===== src/hdl/ossu_ctrl_map.vh =====
`ifndef OSSU_CTRL_MAP_VH
`define OSSU_CTRL_MAP_VH
// Clock rate in kHz (200 MHz)
`define OSSU_CLK_KHZ 200000
// Nominal switching frequencies, kHz
`define OSSU_FSW_LO_KHZ 65
`define OSSU_FSW_HI_KHZ 100
// Maximum on times, ns
`define OSSU_TON_LO_NS 12300
`define OSSU_TON_HI_NS 8000
// Jitter: +/-6 percent, 125 Hz triangle
`define OSSU_JIT_PCT 6
`define OSSU_JIT_HZ 125
// Line sample period, us, and detection timer, us
`define OSSU_TSAMPLE_US 1000
`define OSSU_TDET_US 32000
// Go-to-off qualify time, us
`define OSSU_TQUAL_US 1000
// Detector offset in sense codes
`define OSSU_DET_OFFSET 12'h010
// Feedback thresholds in mV
`define OSSU_FEED_OFF_MV 400
`define OSSU_FEED_ON_MV 2200
`endif


===== src/hdl/ossu_ctrl.v =====
// Summary of operation
// - Start source on above line minimum, off at start level, on at recharge.
// - First switching only at start level with positive line slope.
// - Supply overvoltage latches device off, no drive pulses.
// - Below short guard level, start-up current is reduced.
// - Source turns on at recharge level unless line below minimum.
// - Restart after drop-out needs start level and positive slope.
// - Detected X2 discharge need drives source at discharge current.
// - Live line sample compared to held sample taken each period.
// - No hysteresis; offset added to held sample; crossing resets timer.
// - Any comparator edge restarts timer; expiry flags dc/unplug.
// - Comparator pulses only for positive slopes above resolution.
// - X2 discharge works in every mode, fault and off included.
// - Detection timer limits discharge phases; repeat until ac or low line.
// - Self-supply keeps supply above stop level during discharge.
// - Feedback below 0.4 V requests off mode.
// - Off mode drops internal rail; self-supply holds regulation level.
// - Leave off mode when feedback rises above 2.2 V, or to latch on supply overvoltage.
// - In off mode only discharge and self-supply operate.
// - Fault latch kept in off mode; thermal shutdown uses off mode.
// - Go-to-off timer qualifies off entry against brief drops.
// - Switching at 65 kHz or 100 kHz by version option.
// - Drive pulse ends at max on time, 12.3 us or 8 us.
`timescale 1ns/1ps
`default_nettype none
`include "ossu_ctrl_map.vh"
module ossu_ctrl #(
    parameter HI_FREQ = 0,
    parameter [23:0] SAMPLE_CYC = 24'd200000,
    parameter [23:0] DET_CYC = 24'd6400000,
    parameter [23:0] QUAL_CYC = 24'd200000
) (
    // Clock and reset
    input wire clk_i,
    input wire rst_n_i,
    // Supply comparators
    input wire supply_start_level_i,
    input wire supply_recharge_level_i,
    input wire supply_overvoltage_level_i,
    input wire supply_short_guard_level_i,
    input wire supply_stop_level_i,
    input wire supply_offmode_regulation_level_i,
    // Line sense
    input wire line_sense_min_level_i,
    input wire [11:0] line_sense_input_i,
    // Feedback comparators, PWM stop and thermal shutdown
    input wire feedback_below_off_i,
    input wire feedback_above_on_i,
    input wire pwm_stop_i,
    input wire thermal_shutdown_i,
    // Outputs
    output reg startup_src_on_o,
    output reg startup_src_low_o,
    output reg discharge_current_o,
    output reg internal_rail_on_o,
    output reg gate_drive_output_o,
    output reg fault_latched_o,
    output reg off_mode_o,
    output reg dc_detect_o
);
    localparam [23:0] SMP = SAMPLE_CYC;
    localparam integer TON_NS = HI_FREQ ? `OSSU_TON_HI_NS : `OSSU_TON_LO_NS;
    localparam integer FSW = HI_FREQ ? `OSSU_FSW_HI_KHZ : `OSSU_FSW_LO_KHZ;
    localparam integer PER_I = `OSSU_CLK_KHZ / FSW;
    localparam integer TON_I = (TON_NS * 2) / 10;
    localparam integer JIT_I = (PER_I * `OSSU_JIT_PCT) / 100;
    localparam integer JSTEP_I = (`OSSU_CLK_KHZ * 1000) / (`OSSU_JIT_HZ * 4);
    localparam [15:0] PERIOD = PER_I[15:0];
    localparam [15:0] TON_MAX = TON_I[15:0];
    localparam [15:0] JIT = JIT_I[15:0];
    localparam [23:0] JSTEP = JSTEP_I[23:0];
    localparam [1:0] ST_OFF = 2'h0;
    localparam [1:0] ST_WAIT = 2'h1;
    localparam [1:0] ST_RUN = 2'h2;
    localparam [1:0] ST_LATCH = 2'h3;

    reg [1:0] rst_sync_reg;
    wire rst_n = rst_sync_reg[1];
    always @(posedge clk_i or negedge rst_n_i) begin
        if (!rst_n_i) begin
            rst_sync_reg <= 2'b00;
        end else begin
            rst_sync_reg <= {rst_sync_reg[0], 1'b1};
        end
    end

    // Two-stage input synchronisers
    localparam integer NB = 12;
    wire [NB-1:0] raw = {supply_start_level_i, supply_recharge_level_i,
        supply_overvoltage_level_i, supply_short_guard_level_i,
        supply_stop_level_i, supply_offmode_regulation_level_i,
        line_sense_min_level_i, feedback_below_off_i, feedback_above_on_i,
        pwm_stop_i, thermal_shutdown_i, 1'b0};
    reg [NB-1:0] s1_reg;
    reg [NB-1:0] s2_reg;
    reg [11:0] l1_reg;
    reg [11:0] l2_reg;
    genvar gi;
    generate
        for (gi = 0; gi < NB; gi = gi + 1) begin : g_sync
            always @(posedge clk_i or negedge rst_n) begin
                if (!rst_n) begin
                    s1_reg[gi] <= 1'b0;
                    s2_reg[gi] <= 1'b0;
                end else begin
                    s1_reg[gi] <= raw[gi];
                    s2_reg[gi] <= s1_reg[gi];
                end
            end
        end
    endgenerate
    always @(posedge clk_i or negedge rst_n) begin
        if (!rst_n) begin
            l1_reg <= 12'h000;
            l2_reg <= 12'h000;
        end else begin
            l1_reg <= line_sense_input_i;
            l2_reg <= l1_reg;
        end
    end
    wire vcc_on = s2_reg[11];
    wire vcc_min = s2_reg[10];
    wire vcc_ovp = s2_reg[9];
    wire vcc_guard = s2_reg[8];
    wire vcc_stop = s2_reg[7];
    wire vcc_reg = s2_reg[6];
    wire line_ok = s2_reg[5];
    wire feed_low = s2_reg[4];
    wire feed_high = s2_reg[3];
    wire pwm_stop = s2_reg[2];
    wire therm = s2_reg[1];

    // Line unplug detector
    reg [23:0] smp_cnt_reg;
    reg [12:0] held_reg;
    reg above_reg;
    reg [23:0] det_cnt_reg;
    reg dc_reg;
    reg dis_reg;
    reg pos_slope_reg;
    wire above_now = ({1'b0, l2_reg} > held_reg);
    wire above_edge = above_now ^ above_reg;
    wire det_exp = (det_cnt_reg == DET_CYC - 24'd1);
    always @(posedge clk_i or negedge rst_n) begin
        if (!rst_n) begin
            smp_cnt_reg <= 24'h000000;
            held_reg <= 13'h1FFF;
            above_reg <= 1'b0;
            det_cnt_reg <= 24'h000000;
            dc_reg <= 1'b0;
            dis_reg <= 1'b0;
            pos_slope_reg <= 1'b0;
        end else begin
            if (smp_cnt_reg == SMP - 24'd1) begin
                smp_cnt_reg <= 24'h000000;
                held_reg <= {1'b0, l2_reg} + {1'b0, `OSSU_DET_OFFSET};
            end else begin
                smp_cnt_reg <= smp_cnt_reg + 24'd1;
            end
            above_reg <= above_now;
            if (above_edge) begin
                det_cnt_reg <= 24'h000000;
            end else if (det_exp) begin
                det_cnt_reg <= 24'h000000;
            end else begin
                det_cnt_reg <= det_cnt_reg + 24'd1;
            end
            if (above_now && !above_reg) begin
                pos_slope_reg <= 1'b1;
            end else if (det_exp) begin
                pos_slope_reg <= 1'b0;
            end
            if (above_edge || !line_ok) begin
                dc_reg <= 1'b0;
                dis_reg <= 1'b0;
            end else if (det_exp) begin
                dc_reg <= 1'b1;
                dis_reg <= ~dis_reg;
            end
        end
    end

    // Mode control
    reg [1:0] st_reg;
    reg [1:0] st_next;
    reg fault_reg;
    reg [23:0] qual_cnt_reg;
    // Off entry allowed from every awake state, latched too
    wire awake = (st_reg != ST_OFF);
    wire qual_exp = (qual_cnt_reg == QUAL_CYC - 24'd1);
    always @(posedge clk_i or negedge rst_n) begin
        if (!rst_n) begin
            qual_cnt_reg <= 24'h000000;
        end else if (feed_low && awake && !qual_exp) begin
            qual_cnt_reg <= qual_cnt_reg + 24'd1;
        end else if (!feed_low) begin
            qual_cnt_reg <= 24'h000000;
        end
    end
    always @* begin
        st_next = st_reg;
        case (st_reg)
            ST_OFF: begin
                if (feed_high && !therm) begin
                    st_next = fault_reg ? ST_LATCH : ST_WAIT;
                end
            end
            ST_WAIT: begin
                if (vcc_on && pos_slope_reg) begin
                    st_next = ST_RUN;
                end
            end
            ST_RUN: begin
                if (!vcc_stop) begin
                    st_next = ST_WAIT;
                end
            end
            default: begin
                st_next = ST_LATCH;
            end
        endcase
        if (vcc_ovp) begin
            st_next = ST_LATCH;
        end
        if (qual_exp && awake) begin
            st_next = ST_OFF;
        end
        if (therm) begin
            st_next = ST_OFF;
        end
    end
    always @(posedge clk_i or negedge rst_n) begin
        if (!rst_n) begin
            st_reg <= ST_OFF;
            fault_reg <= 1'b0;
        end else begin
            st_reg <= st_next;
            if (vcc_ovp) begin
                fault_reg <= 1'b1;
            end
        end
    end

    // Start-up source sequencing
    reg src_reg;
    always @(posedge clk_i or negedge rst_n) begin
        if (!rst_n) begin
            src_reg <= 1'b0;
        end else if (!line_ok) begin
            src_reg <= 1'b0;
        end else if (st_reg == ST_OFF) begin
            src_reg <= !vcc_reg;
        end else if (vcc_on) begin
            src_reg <= 1'b0;
        end else if (!vcc_min) begin
            src_reg <= 1'b1;
        end
    end

    // Oscillator with jitter
    reg [15:0] osc_cnt_reg;
    reg [15:0] jit_reg;
    reg jit_up_reg;
    reg [23:0] jstep_cnt_reg;
    reg gate_reg;
    wire [15:0] per_now = PERIOD - JIT + jit_reg;
    // on time bounded to 80 percent
    wire ton_end = (osc_cnt_reg >= TON_MAX - 16'd1);
    wire run = (st_reg == ST_RUN);
    always @(posedge clk_i or negedge rst_n) begin
        if (!rst_n) begin
            osc_cnt_reg <= 16'h0000;
            jit_reg <= 16'h0000;
            jit_up_reg <= 1'b1;
            jstep_cnt_reg <= 24'h000000;
            gate_reg <= 1'b0;
        end else begin
            if (jstep_cnt_reg == JSTEP / {8'h00, JIT}) begin
                jstep_cnt_reg <= 24'h000000;
                if (jit_up_reg) begin
                    if (jit_reg >= JIT + JIT - 16'd1) begin
                        jit_up_reg <= 1'b0;
                    end
                    jit_reg <= jit_reg + 16'd1;
                end else begin
                    if (jit_reg <= 16'd1) begin
                        jit_up_reg <= 1'b1;
                    end
                    jit_reg <= jit_reg - 16'd1;
                end
            end else begin
                jstep_cnt_reg <= jstep_cnt_reg + 24'd1;
            end
            if (osc_cnt_reg >= per_now - 16'd1) begin
                osc_cnt_reg <= 16'h0000;
            end else begin
                osc_cnt_reg <= osc_cnt_reg + 16'd1;
            end
            if (!run) begin
                gate_reg <= 1'b0;
            end else if (osc_cnt_reg >= per_now - 16'd1) begin
                gate_reg <= 1'b1;
            end else if (ton_end || pwm_stop) begin
                gate_reg <= 1'b0;
            end
        end
    end

    // Registered outputs
    always @(posedge clk_i or negedge rst_n) begin
        if (!rst_n) begin
            startup_src_on_o <= 1'b0;
            startup_src_low_o <= 1'b0;
            discharge_current_o <= 1'b0;
            internal_rail_on_o <= 1'b0;
            gate_drive_output_o <= 1'b0;
            fault_latched_o <= 1'b0;
            off_mode_o <= 1'b1;
            dc_detect_o <= 1'b0;
        end else begin
            startup_src_on_o <= src_reg || dis_reg;
            discharge_current_o <= dis_reg;
            startup_src_low_o <= !vcc_guard;
            internal_rail_on_o <= (st_reg != ST_OFF);
            gate_drive_output_o <= gate_reg;
            fault_latched_o <= fault_reg;
            off_mode_o <= (st_reg == ST_OFF);
            dc_detect_o <= dc_reg;
        end
    end
endmodule
`default_nettype wire


===== config.mk =====
export PLATFORM = sky130hd
export DESIGN_NAME = ossu_ctrl
export DESIGN_NICKNAME = d
export VERILOG_FILES = /design/src/hdl/ossu_ctrl.v
export VERILOG_INCLUDE_DIRS = /design/src /design/src/hdl
export SDC_FILE = /design/constraint.sdc
export NUM_CORES = 1
export LEC_CHECK = 0
export ABC_CLOCK_PERIOD_IN_PS = 7300
export BUFFER_PORTS_ARGS = -buffer_cell sky130_fd_sc_hd__buf_2
export CORE_MARGIN = 1
export CORE_UTILIZATION = 60
export CTS_CLUSTER_SIZE = 16
export DETAILED_ROUTE_END_ITERATION = 10
export PLACE_DENSITY_LB_ADDON = 0.25
export SYNTH_ARGS = -nofsm -noshare
export SYNTH_HDL_FRONTEND = slang
export SYNTH_SLANG_ARGS = --single-unit
export TNS_END_PERCENT = 100

===== constraint.sdc =====
create_clock -name clk_i -period 7.3 [get_ports clk_i]
set_input_delay 0.73 -clock clk_i [delete_from_list [all_inputs] [get_ports clk_i]]
set_output_delay 0.73 -clock clk_i [all_outputs]
set_load 0.005 [all_outputs]

==> flow_metrics.py, run 1 <==
metrics = {
    "status": {
        "status": "finished clean",
    },
    "flow_run": {
        "max_cap_violations": 0,
    },
    "final_layout": {
        "syn_to_final_growth_pct": 11.70,
        "drive_above_1_share_pct": 11.09,
        "final_common_cell": "dfrtp_1",
        "antennaDiodeCount": 0,
        "nets": 1031,
        "fillers": 1200,
        "stdcell_count": 1199,
        "layout_common_cells": "191 x dfrtp_1, 87 x nor2_1, 75 x xnor2_1",
    },
    "sta": {
        "finClkSkew_ns": 0.005534,
        "min_period_ns": 3.516,
        "rsz0062_at_grt": "false",
        "fmax_mhz": 284.4,
        "maxSlewViolCount": 0,
        "slew_headroom_pct": 29.58,
        "setup_viol": 0,
        "finalCritPeriodShare_pct": 48.16,
        "tightestPinTransition_ns": 1.047,
        "hold_viol_final": 0,
        "setup_tns_ns": 0,
    },
    "power": {
        "power_mw": 2.465,
        "swShare_pct": 21.21,
        "p_int_mw": 1.942,
        "vdd_drop_max_mv": 0.1531,
        "p_clk_share_pct": 48.3,
        "p_seq_share_pct": 48.8,
        "p_leak_nw": 4.914,
        "powerDensity_nw_per_um2": 224.9,
        "combPwrFrac_pct": 2.9,
        "p_switching_uw": 522.7,
    },
    "synthesis": {
        "synth_cells": 934,
        "synth-seq-area-share_pct": 52.97,
        "synth_area_leaders": "dfrtp_1 49%, xnor2_1 6.7%, xor2_1 5.0%",
        "async_flop_share_pct": 100.0,
        "synthDistinctLibCells": 56,
        "synth_flop_cell": "dfrtp_1",
        "syn_area_per_cell_um2": 10.51,
        "synth_edf_count": 0,
        "ys_seq_elements": 207,
        "syn_area_um2": 9814,
        "syn-num-nets": 998,
        "yosys_warnings": 0,
        "yosysTopAreaCellShare_pct": 48.95,
        "yosys.area.top_type": "dfrtp_1",
    },
    "clocking": {
        "numCtsBuffers": 23,
        "clock_latency_ns": 0.50,
        "clk_pin_slew_ns": 0.06,
        "cts_root_buf": "clkbuf_16",
        "clk_path_buf_depth": 3,
        "cts_tree": "built",
        "cts_max_level": 1,
        "post_cts_resized": 0,
        "clkSinkCount": 207,
    },
    "floorplan": {
        "die_height_um": 129.9,
        "start_util_pct": 61.56,
        "dieArea_um2": 16870,
        "rows": 46,
        "core_area_um2": 15940,
        "ios": 33,
        "die_w_um": 129.9,
    },
    "global_route": {
        "antenna_found_initial": 0,
        "grt_usage_pct": 22.43,
        "grt_pass1_wl_mm": 30.56,
        "grt_max_degree": 77,
        "grt_pass1_vias": 6497,
        "overflow": 0,
    },
    "routing": {
        "routedWlPerCell_um": 14.57,
        "drc_errors": 0,
        "drt-pass1-iter-count": 4,
        "antenna_left": 0,
        "drt-initial-drc-count": 368,
        "wl_mm": 17.47,
        "via_count": 6712,
        "routed_via_density": 5.598,
    },
    "critical_path": {
        "path_buf_inv": 1,
        "cpMostUsedCell": "a21oi_1",
        "cp-start-kind": "flop",
        "end_kind": "flop",
        "crit_slowest_cell": "a2111oi_0",
        "worstPathMaxFanout": 6,
        "max_stage_delay_ns": 0.69,
        "crit_chain": "inv_1, ha_1, nand2b_1, a21oi_1, o21ai_0, a21oi_1, xnor2_1, ha_1, a21oi_1, a21boi_0, a2111oi_0, a21oi_1",
        "cp_top_family": "compound AO/OA/AOI/OAI gates",
        "worst_ep_required_time_ns": 7.64,
        "path_class": "reg2reg",
        "worstPathArrival_ns": 3.86,
    },
    "place": {
        "dp_cells": 1157,
        "dp_hpwl_mm": 11.83,
        "place.gp.congestion": 0.8160,
        "portBuffers": 32,
    },
    "min_path": {
        "hold_class": "in2reg",
    },
}
[power by group through the flow]
stage / Clock, mW / Sequential, mW / Combinational [mW]
final: 1.19 / 1.20 / 0.0709
after global routing: 1.26 / 1.21 / 0.0840
after CTS: 1.22 / 1.20 / 0.0731
after detailed placement: 0 / 1.22 / 0.0726
after global placement: 0 / 1.22 / 0.0706
after floorplan: 0 / 1.22 / 0.0411
[synth_stat cells (2+ instances only)]
library cell,instances
a211oi_1,3
a21boi_0,5
a21o_1,4
a21oi_1,21
a31oi_1,4
and2_1,26
and3_1,23
and4_1,12
buf_2,8
clkbuf_1,19
dfrtp_1,192
dfstp_2,15
ha_1,39
inv_1,29
nand2_1,66
nand2b_1,11
nand3_1,61
nand4_1,29
nand4b_1,4
nor2_1,87
nor2b_1,8
nor3_1,21
nor3b_1,2
nor4_1,11
nor4b_1,5
o211ai_1,10
o21a_1,8
o21ai_0,28
o22ai_1,4
o311ai_0,2
o31ai_1,6
o41ai_1,2
or2_2,9
or3_1,5
or4_1,3
or4b_1,2
or4b_2,2
xnor2_1,75
xor2_1,56
[through the flow]
step	hold slack, ns	utilization, %	area (um2)	setup WS (ns)
final	0.3372	68.76	10960	3.784
after global routing	0.3196	68.76	10960	3.319
after CTS	0.3178	68.76	10960	3.762
after detailed placement	0.3347	63.70	10160	3.781
after global placement	0.3320	63.70	10160	4.081
after floorplan	0.3312	-	9814	1.131
[worst paths after layout]
path | start | end | slack (ns) | depth (start not counted)
setup / recovery | jit_reg[0]$_DFFE_PN0N_ | gate_reg$_DFFE_PN0P_ | 3.78 | 12
hold / removal | thermal_shutdown_i | s1_reg[1]$_DFF_PN0_ | 0.34 | 1
setup reg to reg | jit_reg[0]$_DFFE_PN0N_ | gate_reg$_DFFE_PN0P_ | 3.78 | 12
hold reg to reg | s1_reg[2]$_DFF_PN0_ | pwm_stop$_DFF_PN0_ | 0.35 | 0
max in group asynchronous | rst_sync_reg[1]$_DFF_PN0_ | smp_cnt_reg[16]$_DFF_PN0_ | 5.36 | 1
min in group asynchronous | rst_sync_reg[1]$_DFF_PN0_ | jstep_cnt_reg[20]$_DFF_PN0_ | 0.50 | 0
[cell type report]
type / count / area (um2) / area share [%]
multi-input combinational: 670 / 4392 / 40.06
inverter: 29 / 108.9 / 0.9929
clock inverter: 11 / 135.1 / 1.233
clock buffer: 30 / 661.9 / 6.037
tap: 216 / 270.3 / 2.465
sequential: 207 / 5202 / 47.45
timing repair buffer: 36 / 192.7 / 1.758
[worst register-to-register path: stages (launching register included)]
cell       delay (ns)
dfrtp_1          0.43
inv_1            0.18
ha_1             0.27
nand2b_1         0.16
a21oi_1          0.10
o21ai_0          0.49
a21oi_1          0.16
xnor2_1          0.16
ha_1             0.31
a21oi_1          0.14
a21boi_0         0.14
a2111oi_0        0.69
a21oi_1          0.15
[metal layers]
layer  up-vias  share of wire [%]  track usage (%)
met5         -                  0                0
met4         0                2.0            5.951
met3        30                3.3            3.444
met2        93                 46            35.86
met1      3275                 49            32.15
li1       3314                  -                -
[cell families (layout without fill, tap and decap cells)]
kind of cell	Yosys count	after routing	synth area share, %
simple gates	395	395	21.26
flops	207	207	52.97
xor+xnor	131	131	11.69
compound gates	104	104	6.782
buf+inv	57	106	2.282
fa+ha+maj	39	39	4.972
other cells	1	1	0.03821
[repair_timing]
| action | in CTS | in global routing |
|---|---|---|
| hold buffers | 1 | 0 |
| hold endpoints to repair | 2 | 0 |
| setup buffers | 0 | 0 |
No activity file was read; power rests on OpenSTA's default activity.
==> run 2: changes to the inputs <==
ABC_CLOCK_PERIOD_IN_PS = 3600   (was 7300)
clock period = 3.6 ns   (was 7.3 ns; I/O delays follow)
==> run 2 against run 1 <==
Compared with the run above: design area grew 3.0%; sequential share of layout area shrank 1.4 points; first-iteration DRC count grew 22%; worst setup slack worse by 3.4 ns.
==> flow_metrics.py, run 2 (synthesis gave the netlist of run 1 again) <==
metrics = {
    "status": {
        "status": "finished clean",
    },
    "global_route": {
        "grt_max_degree": 63,
        "overflow": 0,
        "grt_pass1_wl_mm": 31.64,
        "grt_pass1_vias": 6681,
        "grt_usage_pct": 23.33,
        "antenna_found_initial": 0,
    },
    "place": {
        "place.gp.congestion": 0.8270,
        "dp_hpwl_mm": 12.24,
        "portBuffers": 32,
        "dp_cells": 1161,
    },
    "critical_path": {
        "end_kind": "flop",
        "worstPathMaxFanout": 14,
        "worstPathArrival_ns": 3.63,
        "r2r_cells": 13,
        "r2r-end": "osc_cnt_reg[11]$_DFF_PN0_",
        "worst_ep_required_time_ns": 4.03,
        "cp-start-kind": "flop",
        "r2r_setup_slack_ns": 0.40,
        "path_class": "reg2reg",
        "rr_startpoint": "jit_reg[0]$_DFFE_PN0N_",
    },
    "sta": {
        "maxSlewViolCount": 0,
        "finalCritPeriodShare_pct": 88.92,
        "setup_tns_ns": 0,
        "tightestPinTransition_ns": 0.9775,
        "finClkSkew_ns": 0.01172,
        "rsz0062_at_grt": "false",
        "hold_viol_final": 0,
        "setup_viol": 0,
        "fmax_mhz": 312.4,
        "min_period_ns": 3.201,
        "slew_headroom_pct": 34.23,
    },
    "floorplan": {
        "dieArea_um2": 16870,
        "start_util_pct": 61.56,
        "ios": 33,
        "die_height_um": 129.9,
        "die_w_um": 129.9,
        "rows": 46,
        "core_area_um2": 15940,
    },
    "final_layout": {
        "drive_above_1_share_pct": 11.20,
        "syn_to_final_growth_pct": 15.09,
        "layout_common_cells": "191 x dfrtp_1, 87 x nor2_1, 75 x xnor2_1",
        "stdcell_count": 1225,
        "final_common_cell": "dfrtp_1",
        "nets": 1057,
        "antennaDiodeCount": 0,
    },
    "power": {
        "vdd_drop_max_mv": 0.3835,
        "powerDensity_nw_per_um2": 457.2,
        "swShare_pct": 20.74,
        "p_seq_share_pct": 47.1,
        "p_clk_share_pct": 49.5,
        "p_int_mw": 4.093,
        "combPwrFrac_pct": 3.3,
        "p_switching_mw": 1.071,
        "p_leak_nw": 5.055,
    },
    "clocking": {
        "clk_pin_slew_ns": 0.06,
        "cts_tree": "built",
        "cts_root_buf": "clkbuf_16",
        "clock_latency_ns": 0.50,
        "clk_path_buf_depth": 3,
        "post_cts_resized": 0,
        "numCtsBuffers": 22,
        "cts_max_level": 1,
        "clkSinkCount": 207,
    },
    "routing": {
        "routed_via_density": 5.593,
        "drc_errors": 0,
        "antenna_left": 0,
        "via_count": 6851,
        "routedWlPerCell_um": 15.06,
        "drt-initial-drc-count": 449,
        "drt-pass1-iter-count": 5,
        "wl_mm": 18.45,
    },
    "min_path": {
        "hold_class": "in2async",
    },
    "flow_run": {
        "max_cap_violations": 0,
    },
}
[run 2: area by class of cell]
type                    instances  area, um2
clock inverters                15      241.5
inverters                      29      108.9
well taps                     216      270.3
fillers                      1144       4647
repair buffers                 63      478.0
clock buffers                  25      603.1
multi-input cells             670       4392
flip-flops and latches        207       5202
[run 2: worst max-delay path by stage]
stage,slack [ns],start,to,cells after the start
floorplan,0.21,rst_sync_reg[1]$_DFF_PN0_,above_reg$_DFF_PN0_,0
global placement,0.53,jit_reg[0]$_DFFE_PN0N_,gate_reg$_DFFE_PN0P_,14
detailed placement,0.39,jit_reg[0]$_DFFE_PN0N_,osc_cnt_reg[8]$_DFF_PN0_,13
CTS,0.40,jit_reg[0]$_DFFE_PN0N_,osc_cnt_reg[11]$_DFF_PN0_,13
global route,0.11,jit_reg[0]$_DFFE_PN0N_,osc_cnt_reg[13]$_DFF_PN0_,13
finish,0.40,jit_reg[0]$_DFFE_PN0N_,osc_cnt_reg[11]$_DFF_PN0_,13
[run 2: what timing repair did]
item | in CTS | in global routing
buffers inserted | 0 | 0
setup endpoints to repair | 0 | 0
hold buffers | 24 | 0
endpoints found under the hold margin | 25 | 0
[run 2: worst max-delay path: stages, from the launching register on]
cell and delay [ns]:
dfrtp_1 0.42, inv_1 0.13, ha_1 0.28, nand2b_1 0.18, a21oi_1 0.24, o21ai_0 0.11
buf_4 0.18, a21oi_1 0.15, xnor2_1 0.14, ha_1 0.28, a21oi_1 0.14, a21boi_0 0.13
a2111o_1 0.57, nor2_1 0.18
[run 2: stage by stage]
step           cell area [um2]  hold WS [ns]  utilization (%)  setup WS, ns  power (mW)
2_1_floorplan             9816       0.06441                -        0.2058       2.565
3_3_place_gp             10210        0.1463            64.05        0.5317       2.626
3_5_place_dp             10210        0.1477            64.05        0.3923       2.632
4_1_cts                  11300        0.1608            70.85        0.3968       5.221
5_1_grt                  11300        0.1656            70.85        0.1107       5.336
6_report                 11300        0.1765            70.85        0.3988       5.164
[run 2: metal layers]
layer,track usage [%],vias up,share of wire (%)
met5,0,-,0
met4,6.840,0,2.2
met3,3.034,33,3.0
met2,38.00,105,48
met1,32.92,3358,47
li1,-,3355,-
[run 2: power by group through the flow]
stage / sequential, mW / clock (mW) / combinational [mW]
after global placement: 2.47 / 0 / 0.151
final: 2.43 / 2.56 / 0.173
after floorplan: 2.48 / 0 / 0.0834
after global routing: 2.44 / 2.69 / 0.199
after CTS: 2.44 / 2.61 / 0.176
after detailed placement: 2.48 / 0 / 0.155
